<file path="src/design/bsc_regs.svh">
// timing constants and fault codes for the burner sequence controller
`ifndef BSC_REGS_SVH
`define BSC_REGS_SVH
`define BSC_CLK_HZ 100000000
`define BSC_TICK_CYCLES (`BSC_CLK_HZ / 1)
`define BSC_INIT_S 16'd10
`define BSC_HOLD_MIN_S 16'd5
`define BSC_HOLD_LOCK_MIN 16'd4
`define BSC_HOLD_LOCK_S (`BSC_HOLD_LOCK_MIN * 16'd60)
`define BSC_PURGE_MIN_S 16'd2
`define BSC_PURGE_MAX_MIN 16'd30
`define BSC_PURGE_MAX_S (`BSC_PURGE_MAX_MIN * 16'd60)
`define BSC_AIRFLOW_S 16'd10
`define BSC_PILOT_LONG_S 16'd10
`define BSC_PILOT_SHORT_S 16'd4
`define BSC_TEST_LONG_S 16'd8
`define BSC_TEST_SHORT_S 16'd3
`define BSC_TEST_FLAMEOUT_S 16'd15
`define BSC_MAIN_TRIAL_S 16'd10
`define BSC_POSTPURGE_S 16'd15
`define BSC_STBY_FLAME_S 16'd30
`define BSC_FLR_FAST_MS 16'd800
`define BSC_FLR_SLOW_MS 16'd3000
`define BSC_MS_CYCLES (`BSC_CLK_HZ / 1000)
`define BSC_CFG_LOCK_H 32'd200
`define BSC_CFG_LOCK_S (`BSC_CFG_LOCK_H * 32'd3600)
`define BSC_FAULT_NONE 8'h00
`define BSC_FAULT_LINE 8'h01
`define BSC_FAULT_CARD 8'h02
`define BSC_FAULT_AIRFLOW 8'h03
`define BSC_FAULT_STBY_FLAME 8'h04
`define BSC_FAULT_FEEDBACK 8'h05
`define BSC_FAULT_NO_FLAME 8'h06
`define BSC_FAULT_FLAMEOUT 8'h07
`define BSC_FAULT_CONFIG 8'h6e
`endif

</file>
<file path="src/design/bsc_pkg.sv">
// types for the burner sequence controller
package bsc_pkg;
  typedef enum logic [3:0] {
    BSC_INIT,
    BSC_HOLD,
    BSC_STANDBY,
    BSC_PREPURGE,
    BSC_PILOT,
    BSC_MAIN,
    BSC_RUN,
    BSC_POSTPURGE,
    BSC_LOCKOUT
  } bsc_state_e;
endpackage : bsc_pkg

</file>
<file path="src/design/bsc_sync.sv">
// two-flop synchroniser bank for the field inputs
`timescale 1ns/1ps
module bsc_sync #(
  parameter int W = 1
) (
  // clock and reset
  input wire logic core_clk,
  input wire logic reset,
  // asynchronous inputs and synchronised copies
  input wire logic [W-1:0] asyncIn,
  output logic [W-1:0] syncOut
);
  logic [W-1:0] meta_q;

  genvar i;
  generate
    for (i = 0; i < W; i++) begin : g_bit
      always_ff @(posedge core_clk) begin
        if (reset) begin
          meta_q[i] <= 1'b0;
          syncOut[i] <= 1'b0;
        end else begin
          meta_q[i] <= asyncIn[i];
          syncOut[i] <= meta_q[i];
        end
      end
    end
  endgenerate
endmodule : bsc_sync

</file>
<file path="src/design/burner_sequence_controller.sv">
// burner safety sequencer: states, timers, outputs and lockout
// Functional notes
// - after power-up spend ten seconds in initial check before standby.
// - line voltage or frequency out of tolerance in any state but lockout enters hold.
// - hold and flag at least five seconds, then restart initial check from zero.
// - tolerance hold lasting four minutes causes lockout.
// - leave standby only with call for heat and all interlocks correct.
// - prepurge length chosen by purge card, two seconds to thirty minutes.
// - blower motor output energized from start of prepurge.
// - airflow closed by ten seconds; else recycle prepurge or lockout per jumper.
// - pilot trial energizes pilot valve and ignition outputs.
// - no flame at end of ten or four second pilot trial means shutdown.
// - flame proven in pilot trial de-energizes ignition.
// - main valve on after pilot trial; flameout locks out or recycles in 0.8/3 s.
// - two-stage runs ten second main trial, then drops interrupted pilot.
// - two-stage energizes delayed main valve on entering run.
// - stay in run until call for heat opens.
// - postpurge drops fuel outputs and keeps blower on fifteen seconds.
// - test switch freezes measured prepurge timer.
// - test switch stops pilot timer in first eight or three seconds.
// - pilot trial held in test runs fifteen second flameout timer.
// - standby flame still present after 30 seconds causes lockout.
// - standby or prepurge feedback of energized fuel or ignition causes lockout.
// - run with ignition sensed on or main valve sensed off causes lockout.
// - missing, removed or faulty purge card causes lockout in any state.
// - jumper change after 200 hours raises fault 110, not resettable; here the fault latch clears with reset.
`timescale 1ns/1ps
`include "bsc_regs.svh"
module burner_sequence_controller
  import bsc_pkg::*;
#(
  parameter int TICK_CYCLES = `BSC_TICK_CYCLES,
  parameter int MS_CYCLES = `BSC_MS_CYCLES,
  parameter logic [31:0] CFG_LOCK_S = `BSC_CFG_LOCK_S
) (
  // clock and reset
  input wire logic core_clk,
  input wire logic reset,
  // variant straps
  input wire logic twoStageVariant,
  input wire logic postpurgeVariant,
  // line monitor
  input wire logic lineVoltageOk,
  input wire logic lineFreqOk,
  // field inputs
  input wire logic callForHeat,
  input wire logic limitsOk,
  input wire logic airflowInterlock,
  input wire logic flameSensed,
  input wire logic testSwitch,
  // purge card
  input wire logic purgeCardPresent,
  input wire logic purgeCardFault,
  input wire logic [15:0] purgeCardSeconds,
  // jumpers and amplifier
  input wire logic pilotTrialLengthJumper,
  input wire logic flameFailActionJumper,
  input wire logic airflowFailActionJumper,
  input wire logic slowFlameResponse,
  // output feedback
  input wire logic ignitionFb,
  input wire logic pilotFb,
  input wire logic mainFb,
  input wire logic delayedMainFb,
  // load outputs
  output logic motorOut,
  output logic ignitionOut,
  output logic pilotOut,
  output logic mainOut,
  output logic delayedMainOut,
  // status
  output logic holdFlag,
  output logic lockoutFlag,
  output logic [3:0] stateCode,
  output logic [7:0] faultCode
);
  // ----------------------------------------
  // input synchronisation
  // ----------------------------------------
  localparam int NSYNC = 18;
  logic [NSYNC-1:0] rawIn;
  logic [NSYNC-1:0] syncIn;
  logic vOk, fOk, cfh, lim, air, flame, tst, cardIn, cardBad, jPilot, jFlame, jAir, slowAmp;
  logic fbIgn, fbPilot, fbMain, fbDly;
  logic [15:0] purgeSel_q;

  assign rawIn = {lineVoltageOk, lineFreqOk, callForHeat, limitsOk, airflowInterlock, flameSensed,
                  testSwitch, purgeCardPresent, purgeCardFault, pilotTrialLengthJumper,
                  flameFailActionJumper, airflowFailActionJumper, slowFlameResponse,
                  ignitionFb, pilotFb, mainFb, delayedMainFb, 1'b0};
  assign {vOk, fOk, cfh, lim, air, flame, tst, cardIn, cardBad, jPilot, jFlame, jAir, slowAmp,
          fbIgn, fbPilot, fbMain, fbDly} = syncIn[NSYNC-1:1];

  bsc_sync #(.W(NSYNC)) u_sync (
    .core_clk(core_clk),
    .reset(reset),
    .asyncIn(rawIn),
    .syncOut(syncIn)
  );

  // card timing is quasi-static; two-stage capture keeps it off the raw pins
  logic [15:0] purgeMeta_q;
  always_ff @(posedge core_clk) begin
    if (reset) begin
      purgeMeta_q <= 16'h0000;
      purgeSel_q <= 16'h0000;
    end else begin
      purgeMeta_q <= purgeCardSeconds;
      purgeSel_q <= purgeMeta_q;
    end
  end

  // ----------------------------------------
  // one second and one millisecond ticks
  // ----------------------------------------
  logic [31:0] tickCnt_q;
  logic secTick;
  logic [31:0] msCnt_q;
  logic msTick;
  logic entry;
  assign secTick = (tickCnt_q == 32'(TICK_CYCLES - 1));
  assign msTick = (msCnt_q == 32'(MS_CYCLES - 1));

  // restarting on entry makes every period timed by secs_q whole seconds; the hour count drifts slightly
  always_ff @(posedge core_clk) begin
    if (reset || secTick || entry) begin
      tickCnt_q <= 32'h0;
    end else begin
      tickCnt_q <= tickCnt_q + 32'h1;
    end
  end

  always_ff @(posedge core_clk) begin
    if (reset || msTick) begin
      msCnt_q <= 32'h0;
    end else begin
      msCnt_q <= msCnt_q + 32'h1;
    end
  end

  // ----------------------------------------
  // state machine and timers
  // ----------------------------------------
  bsc_state_e state_q, state_d;
  logic [15:0] secs_q;
  logic [15:0] aux_q;
  logic [15:0] flameLossMs_q;
  logic [15:0] holdTotal_q;
  logic refTaken_q;
  logic lineOk, cardOk, lockReq;
  logic [7:0] lockCode;
  logic [15:0] purgeLen, pilotLen, testStop, flrMs;
  logic cfgFault_q;

  assign lineOk = vOk && fOk;
  assign cardOk = cardIn && !cardBad;
  assign entry = (state_d != state_q);
  assign purgeLen = (purgeSel_q < `BSC_PURGE_MIN_S) ? `BSC_PURGE_MIN_S :
                    (purgeSel_q > `BSC_PURGE_MAX_S) ? `BSC_PURGE_MAX_S : purgeSel_q;
  assign pilotLen = jPilot ? `BSC_PILOT_LONG_S : `BSC_PILOT_SHORT_S;
  assign testStop = jPilot ? `BSC_TEST_LONG_S : `BSC_TEST_SHORT_S;
  assign flrMs = slowAmp ? `BSC_FLR_SLOW_MS : `BSC_FLR_FAST_MS;

  // feedback trails a load change by the output flop and two sync stages
  logic [1:0] fbWait_q;
  logic fbSettled;
  assign fbSettled = (fbWait_q == 2'h3);
  always_ff @(posedge core_clk) begin
    if (reset || entry) begin
      fbWait_q <= 2'h0;
    end else if (!fbSettled) begin
      fbWait_q <= fbWait_q + 2'h1;
    end
  end

  // lockout request and next state
  always_comb begin
    state_d = state_q;
    lockReq = 1'b0;
    lockCode = `BSC_FAULT_NONE;
    case (state_q)
      BSC_INIT: begin
        if (secTick && secs_q + 16'h1 >= `BSC_INIT_S) begin
          state_d = BSC_STANDBY;
        end
      end
      BSC_HOLD: begin
        if (holdTotal_q >= `BSC_HOLD_LOCK_S) begin
          lockReq = 1'b1;
          lockCode = `BSC_FAULT_LINE;
        end else if (lineOk && secs_q >= `BSC_HOLD_MIN_S) begin
          state_d = BSC_INIT;
        end
      end
      BSC_STANDBY: begin
        if (fbSettled && (fbIgn || fbPilot || fbMain || fbDly)) begin
          lockReq = 1'b1;
          lockCode = `BSC_FAULT_FEEDBACK;
        end else if (flame && aux_q >= `BSC_STBY_FLAME_S) begin
          lockReq = 1'b1;
          lockCode = `BSC_FAULT_STBY_FLAME;
        end else if (cfh && lim && !flame) begin
          state_d = BSC_PREPURGE;
        end
      end
      BSC_PREPURGE: begin
        if (fbSettled && (fbIgn || fbPilot || fbMain || fbDly)) begin
          lockReq = 1'b1;
          lockCode = `BSC_FAULT_FEEDBACK;
        end else if (!cfh || !lim) begin
          state_d = BSC_STANDBY;
        end else if (!air && secs_q >= `BSC_AIRFLOW_S) begin
          if (jAir) begin
            state_d = BSC_STANDBY;
          end else begin
            lockReq = 1'b1;
            lockCode = `BSC_FAULT_AIRFLOW;
          end
        end else if (air && aux_q >= purgeLen) begin
          state_d = BSC_PILOT;
        end
      end
      BSC_PILOT: begin
        if (!flame && tst && aux_q >= `BSC_TEST_FLAMEOUT_S) begin
          lockReq = 1'b1;
          lockCode = `BSC_FAULT_NO_FLAME;
        end else if (secs_q >= pilotLen) begin
          if (flame) begin
            state_d = twoStageVariant ? BSC_MAIN : BSC_RUN;
          end else begin
            lockReq = 1'b1;
            lockCode = `BSC_FAULT_NO_FLAME;
          end
        end
      end
      BSC_MAIN: begin
        if (secs_q >= `BSC_MAIN_TRIAL_S) begin
          state_d = BSC_RUN;
        end
      end
      BSC_RUN: begin
        if (fbSettled && (fbIgn || !fbMain || (twoStageVariant && fbPilot))) begin
          lockReq = 1'b1;
          lockCode = `BSC_FAULT_FEEDBACK;
        end else if (!cfh) begin
          state_d = postpurgeVariant ? BSC_POSTPURGE : BSC_STANDBY;
        end
      end
      BSC_POSTPURGE: begin
        if (secs_q >= `BSC_POSTPURGE_S) begin
          state_d = BSC_STANDBY;
        end
      end
      BSC_LOCKOUT: begin
        state_d = BSC_LOCKOUT;
      end
      default: begin
        state_d = BSC_LOCKOUT;
      end
    endcase
    // flameout during main trial or run
    if ((state_q == BSC_MAIN || state_q == BSC_RUN) && !flame && flameLossMs_q >= flrMs) begin
      if (jFlame) begin
        state_d = BSC_STANDBY;
        lockReq = 1'b0;
      end else begin
        lockReq = 1'b1;
        lockCode = `BSC_FAULT_FLAMEOUT;
      end
    end
    if (state_q != BSC_LOCKOUT && !lineOk && state_q != BSC_HOLD) begin
      state_d = BSC_HOLD;
      lockReq = 1'b0;
    end
    if (state_q != BSC_LOCKOUT && !cardOk) begin
      lockReq = 1'b1;
      lockCode = `BSC_FAULT_CARD;
    end
    if (cfgFault_q) begin
      lockReq = 1'b1;
      lockCode = `BSC_FAULT_CONFIG;
    end
    if (!refTaken_q) begin
      state_d = state_q; // sync outputs read zero until filled, so nothing is judged yet
      lockReq = 1'b0;
    end
    if (lockReq) begin
      state_d = BSC_LOCKOUT;
    end
  end

  always_ff @(posedge core_clk) begin
    if (reset) begin
      state_q <= BSC_INIT;
    end else begin
      state_q <= state_d;
    end
  end

  // main sequence seconds timer, frozen in test where allowed
  logic freeze;
  assign freeze = tst && state_q == BSC_PILOT && secs_q < testStop;
  always_ff @(posedge core_clk) begin
    if (reset || entry) begin
      secs_q <= 16'h0;
    end else if (secTick && !freeze && secs_q != 16'hffff) begin
      secs_q <= secs_q + 16'h1;
    end
  end

  // auxiliary timer: standby flame, prepurge measure, test flameout
  always_ff @(posedge core_clk) begin
    if (reset || entry) begin
      aux_q <= 16'h0;
    end else if (state_q == BSC_STANDBY && !flame) begin
      aux_q <= 16'h0;
    end else if (state_q == BSC_PREPURGE && (!air || tst)) begin
      aux_q <= aux_q;
    end else if (state_q == BSC_PILOT && (flame || !tst)) begin
      aux_q <= 16'h0;
    end else if (secTick && aux_q != 16'hffff) begin
      aux_q <= aux_q + 16'h1;
    end
  end

  // accumulated hold time survives the brief restarts of initial check
  always_ff @(posedge core_clk) begin
    if (reset || state_q == BSC_STANDBY) begin
      holdTotal_q <= 16'h0;
    end else if (state_q == BSC_HOLD && secTick && holdTotal_q != 16'hffff) begin
      holdTotal_q <= holdTotal_q + 16'h1;
    end
  end

  // flame loss timer in milliseconds for response time
  always_ff @(posedge core_clk) begin
    if (reset || entry || flame) begin
      flameLossMs_q <= 16'h0;
    end else if (msTick && flameLossMs_q != 16'hffff) begin
      flameLossMs_q <= flameLossMs_q + 16'h1;
    end
  end

  // ----------------------------------------
  // configuration jumper watch
  // ----------------------------------------
  logic [31:0] runSecs_q;
  logic [2:0] jumperRef_q;
  always_ff @(posedge core_clk) begin
    if (reset) begin
      runSecs_q <= 32'h0;
    end else if (secTick && runSecs_q != 32'hffffffff) begin
      runSecs_q <= runSecs_q + 32'h1;
    end
  end

  // reference taken once the synchronisers hold real pin values, never under reset
  always_ff @(posedge core_clk) begin
    if (reset) begin
      refTaken_q <= 1'b0;
      jumperRef_q <= 3'h0;
    end else if (!refTaken_q && fbWait_q == 2'h2) begin
      refTaken_q <= 1'b1;
      jumperRef_q <= {jPilot, jFlame, jAir};
    end
  end

  // limitation: the hour count and this latch clear with reset, as nothing is nonvolatile here
  always_ff @(posedge core_clk) begin
    if (reset) begin
      cfgFault_q <= 1'b0;
    end else if (refTaken_q && runSecs_q >= CFG_LOCK_S && {jPilot, jFlame, jAir} != jumperRef_q) begin
      cfgFault_q <= 1'b1;
    end
  end

  // ----------------------------------------
  // outputs and status
  // ----------------------------------------
  always_ff @(posedge core_clk) begin
    if (reset) begin
      motorOut <= 1'b0;
      ignitionOut <= 1'b0;
      pilotOut <= 1'b0;
      mainOut <= 1'b0;
      delayedMainOut <= 1'b0;
    end else begin
      motorOut <= state_d inside {BSC_PREPURGE, BSC_PILOT, BSC_MAIN, BSC_RUN, BSC_POSTPURGE};
      ignitionOut <= state_d == BSC_PILOT && !flame;
      pilotOut <= state_d == BSC_PILOT || state_d == BSC_MAIN ||
                  (state_d == BSC_RUN && !twoStageVariant);
      mainOut <= state_d == BSC_MAIN || state_d == BSC_RUN;
      delayedMainOut <= state_d == BSC_RUN && twoStageVariant;
    end
  end

  always_ff @(posedge core_clk) begin
    if (reset) begin
      faultCode <= `BSC_FAULT_NONE;
    end else if (lockReq && state_q != BSC_LOCKOUT) begin
      faultCode <= lockCode;
    end else if (cfgFault_q) begin
      faultCode <= `BSC_FAULT_CONFIG;
    end
  end

  always_ff @(posedge core_clk) begin
    if (reset) begin
      holdFlag <= 1'b0;
      lockoutFlag <= 1'b0;
      stateCode <= 4'h0;
    end else begin
      holdFlag <= state_d == BSC_HOLD;
      lockoutFlag <= state_d == BSC_LOCKOUT;
      stateCode <= state_d;
    end
  end
endmodule : burner_sequence_controller

</file>
<file path="config.mk">
export PLATFORM = sky130hd
export DESIGN_NAME = burner_sequence_controller
export DESIGN_NICKNAME = d
export VERILOG_FILES = /design/src/design/bsc_pkg.sv /design/src/design/bsc_sync.sv /design/src/design/burner_sequence_controller.sv
export VERILOG_INCLUDE_DIRS = /design/src /design/src/design
export SDC_FILE = /design/constraint.sdc
export NUM_CORES = 1
export LEC_CHECK = 0
export ABC_CLOCK_PERIOD_IN_PS = 5400
export BUFFER_PORTS_ARGS = -buffer_cell sky130_fd_sc_hd__buf_4
export CORE_UTILIZATION = 59
export DETAILED_ROUTE_END_ITERATION = 10
export PLACE_DENSITY = 0.8
export RECOVER_POWER = 100
export SYNTH_ARGS = -nofsm -noshare
export SYNTH_HDL_FRONTEND = slang
export SYNTH_SLANG_ARGS = --single-unit
</file>
<file path="constraint.sdc">
create_clock -name core_clk -period 5.4 [get_ports core_clk]
set_clock_uncertainty 0.1 [all_clocks]
set_input_delay 1.08 -clock core_clk [delete_from_list [all_inputs] [get_ports core_clk]]
set_output_delay 1.08 -clock core_clk [all_outputs]
set_load 0.05 [all_outputs]
</file>
==> results summary <==
The flow ran to the end, but the final reports show violations. The final reports fail on max-capacitance violations, max-slew violations. STA classifies the critical path startpoint as a flop.

In this run the tool buffered the top-level ports with 53 buffer cells. After detailed routing, the number of vias per cell comes to 5.64. Among all cell types in the netlist, the one instantiated most often is sky130_fd_sc_hd__dfxtp_1. Setup violations remaining at the end of the flow were counted as 0.

The number of nets in the layout is 1,451. The cell count after synthesis came out at 1,346. The depth of the worst register-to-register path is 15. In the post-synthesis netlist, the biggest area contributors are sky130_fd_sc_hd__dfxtp_1 (42%), sky130_fd_sc_hd__xor2_1 (6.6%), sky130_fd_sc_hd__xnor2_1 (4.4%). The maximum clock rate is 0.201 GHz. The largest vdd supply drop is 0.328 mV. The floorplan step defined a core boundary enclosing 19,700 sq um. The primary flip-flop cell chosen by synthesis mapping is sky130_fd_sc_hd__dfxtp_1.

The portion of the clock cycle consumed by the worst path in the final layout came out at 91.9%. The placed instances occupy a cell area of 12,500 sq um. Across the run, the number of max-cap violations was 1.

The count of flip-flops with a built-in enable after synthesis came out at 0. The internal portion of the total power is 3.00 mW. The routed wire length is 23.6 mm. The relative slew slack came out at -107%. The area growth from synthesis to layout is 9.00%. The post-route antenna net violation count came out at 0.

The critical path data required time is 5690 ps. After synthesis, the mean cell area works out to 8.87 sq um. The total of hold buffers inserted after clock tree synthesis is 0. The power density over the cells came out at 302 nW/um^2. The netlist uses 72 different library cells.

Net switching is 23.8% of the power. The clock tree from TritonCTS is built. The warning count from the yosys run is 0.

The number of hold violations in the final report came out at 0. For the pin with the worst max-slew slack, the measured transition is 3100 ps. In this run the worst path has a maximum fanout of 41. The average wire per cell in the routed design came out at 14.2 um. The leading area contributor after synthesis is sky130_fd_sc_hd__dfxtp_1.

The multi-input logic area is 6380 sq um. Fill cells in the final layout number 1,654. For this run, the detailed router's first-pass iteration total came to 5. The final-report max-slew violation count is 82.

The worst hold path depth came out at 1. The initial utilization of the core area, before any placement, comes to 60.8%. The CTS clock-pin slew for the worst setup and hold paths came out at 70 ps. The die outline height came out at 144 um. The flip-flop and latch area is 4960 sq um. The remaining global-route overflow is 0. The first global-routing pass estimated 39.8 mm of wire.

The number of antenna violations at the first check in global routing came out at 0. The number of primary I/O pins came out at 56. The post-layout minimum cycle time came out at 4960 ps. The detailed-route DRC error count is 0. The number of design-rule violations left by the first detailed-router iteration came out at 546. Setup repair after global routing left no endpoint under its margin. The width of the chip is 144 um.

After synthesis the cells add up to 11,900 sq um. The total number of placement rows is 51. The combinational cell fraction of total power came out at 7.9%.

The tightest min-delay check is of the reg2reg type. The number of clock sinks seen by CTS is 248. Data arrives at the worst endpoint at 5260 ps. The sequential share of the synthesized area is 41.6%. After clock tree synthesis, the setup repair step added 0 buffers. The clock tree root buffer cell is sky130_fd_sc_hd__clkbuf_16. The number of global-route vias before repair came out at 8,539. The critical path is of the reg2reg type. In this run the power spent charging and discharging nets is 935 uW. The count of instances resized after the clock tree is built came out at 0. The portion of total power attributed to sequential cells is 49.0%. The later pin in the worst-skew pair is clocked with a latency of 530 ps.

The total via count in the routed design is 9,336. The part of the total power dissipated in the clock network is 43.1%. Of all flip-flops after synthesis, the portion carrying an async set or reset was 0%. The register bit count reported by yosys came out at 248. The leakage power figure is 4.77 nW. The total chip power came out at 3.93 mW. In this run the number of H-tree levels came out at 1. The share of Yosys cell area claimed by the top area cell type is 41.6%. The pin count of the biggest net entering global routing came out at 83.

After synthesis, the most frequently instantiated cells are sky130_fd_sc_hd__dfxtp_1 (248), sky130_fd_sc_hd__nor2_1 (133), sky130_fd_sc_hd__nand2_1 (111). With fillers left out, the area of the finished cells amounts to 13,000 sq um. Cells with a size suffix above 1 make up 7.05% of the layout. The number of buffers added by the clock tree synthesis step came out at 25. The floorplan step defined a die boundary enclosing 20,800 sq um. STA classifies the critical path endpoint as a flop. The final weighted congestion of routability-driven global placement is 0.923. The repair_antennas step left the layout with diodes totalling 0. The buffer levels on the longest clock path came out at 3. Adding up every negative setup slack in the final design gives 0 ps. The half-perimeter wire length after placement is 15.8 mm. The total routing usage reported by global routing is 23.0%.
==> layer usage <==
layer  GRT usage, %  vias to the layer above  share of wire (%)
li1               -                     4773                  -
met1           30.2                     4306                 47
met2           39.0                      214                 46
met3           3.48                       43                4.4
met4           7.04                        0                2.3
met5              0                        -                  0
==> critical path: stages (launching register included) <==
cell and delay (ps):
sky130_fd_sc_hd__dfxtp_1 330, sky130_fd_sc_hd__nor4_1 380, sky130_fd_sc_hd__nand2_1 100, sky130_fd_sc_hd__a41oi_1 510, sky130_fd_sc_hd__and3_1 260, sky130_fd_sc_hd__ha_1 220
sky130_fd_sc_hd__nand2b_1 160, sky130_fd_sc_hd__a2111o_1 420, sky130_fd_sc_hd__a32oi_1 340, sky130_fd_sc_hd__a31oi_1 140, sky130_fd_sc_hd__o211ai_1 270, sky130_fd_sc_hd__nand2_1 150
sky130_fd_sc_hd__a2111oi_4 410, sky130_fd_sc_hd__o211ai_4 350, sky130_fd_sc_hd__buf_12 300, sky130_fd_sc_hd__nor4_1 340
==> sequential cells by signal, summed over array words and instances, names as in the netlist, 16 cells and up <==
| name | flops |
|---|---|
| msCnt_q | 32 |
| runSecs_q | 32 |
| tickCnt_q | 32 |
| u_sync.meta_q | 17 |
| u_sync.syncOut | 17 |
| aux_q | 16 |
| flameLossMs_q | 16 |
| holdTotal_q | 16 |
| purgeMeta_q | 16 |
| purgeSel_q | 16 |
| secs_q | 16 |
==> cell families after synthesis <==
kind of cell	Yosys count	share of synthesized area (%)
and+or+nand+nor	675	31.5
DFF	248	41.6
xor gates and xnor gates	150	11.0
AOI/OAI and AO/OA	124	7.24
buffers and inverters	98	3.70
adders and majority gates	40	4.19
muxes	9	0.755
other	2	0.0629
==> final timing paths <==
kind,end,slack (ps),startpoint
worst max-delay path,tickCnt_q[7],440,purgeSel_q[6]
worst min register to register,u_sync.syncOut[2],330,u_sync.meta_q[2]
worst max register to register,tickCnt_q[7],440,purgeSel_q[6]
worst min-delay path,u_sync.syncOut[2],330,u_sync.meta_q[2]
==> power groups by stage <==
stage | Sequential (mW) | Clock [mW] | Combinational [mW]
after floorplan | 1.96 | 0 | 0.246
after global placement | 1.96 | 0 | 0.320
after detailed placement | 1.96 | 0 | 0.327
after CTS | 1.92 | 1.74 | 0.329
after global routing | 1.93 | 1.80 | 0.343
final | 1.93 | 1.70 | 0.310
==> layout make-up <==
cell class	count	area share, %
Multi-Input combinational cell	1005	49.0
Timing Repair Buffer	59	3.03
Inverter	35	1.01
Tap cell	265	2.55
Sequential cell	248	38.1
Clock inverter	6	0.481
Clock buffer	38	5.80
==> placed cells by master, fill, tap and decap left out, types with 37 or more instances in the layout <==
master,count
sky130_fd_sc_hd__dfxtp_1,248
sky130_fd_sc_hd__nor2_1,133
sky130_fd_sc_hd__nand2_1,111
sky130_fd_sc_hd__xor2_1,90
sky130_fd_sc_hd__nor3_1,76
sky130_fd_sc_hd__nor2b_1,76
sky130_fd_sc_hd__nand3_1,65
sky130_fd_sc_hd__xnor2_1,60
sky130_fd_sc_hd__nor4_1,54
sky130_fd_sc_hd__nand4_1,46
sky130_fd_sc_hd__ha_1,40
sky130_fd_sc_hd__a21oi_1,38
sky130_fd_sc_hd__buf_4,37
==> per-stage QoR <==
stage	cells	utilization, %	setup WS [ps]	hold slack (ps)
2_1_floorplan	1351	-	1510	314
3_3_place_gp	1612	63.4	773	316
3_5_place_dp	1612	63.4	554	320
4_1_cts	1656	67.6	472	329
5_1_grt	1656	66.2	118	352
6_report	1656	66.2	437	327
(Power assumes the default switching activity.)
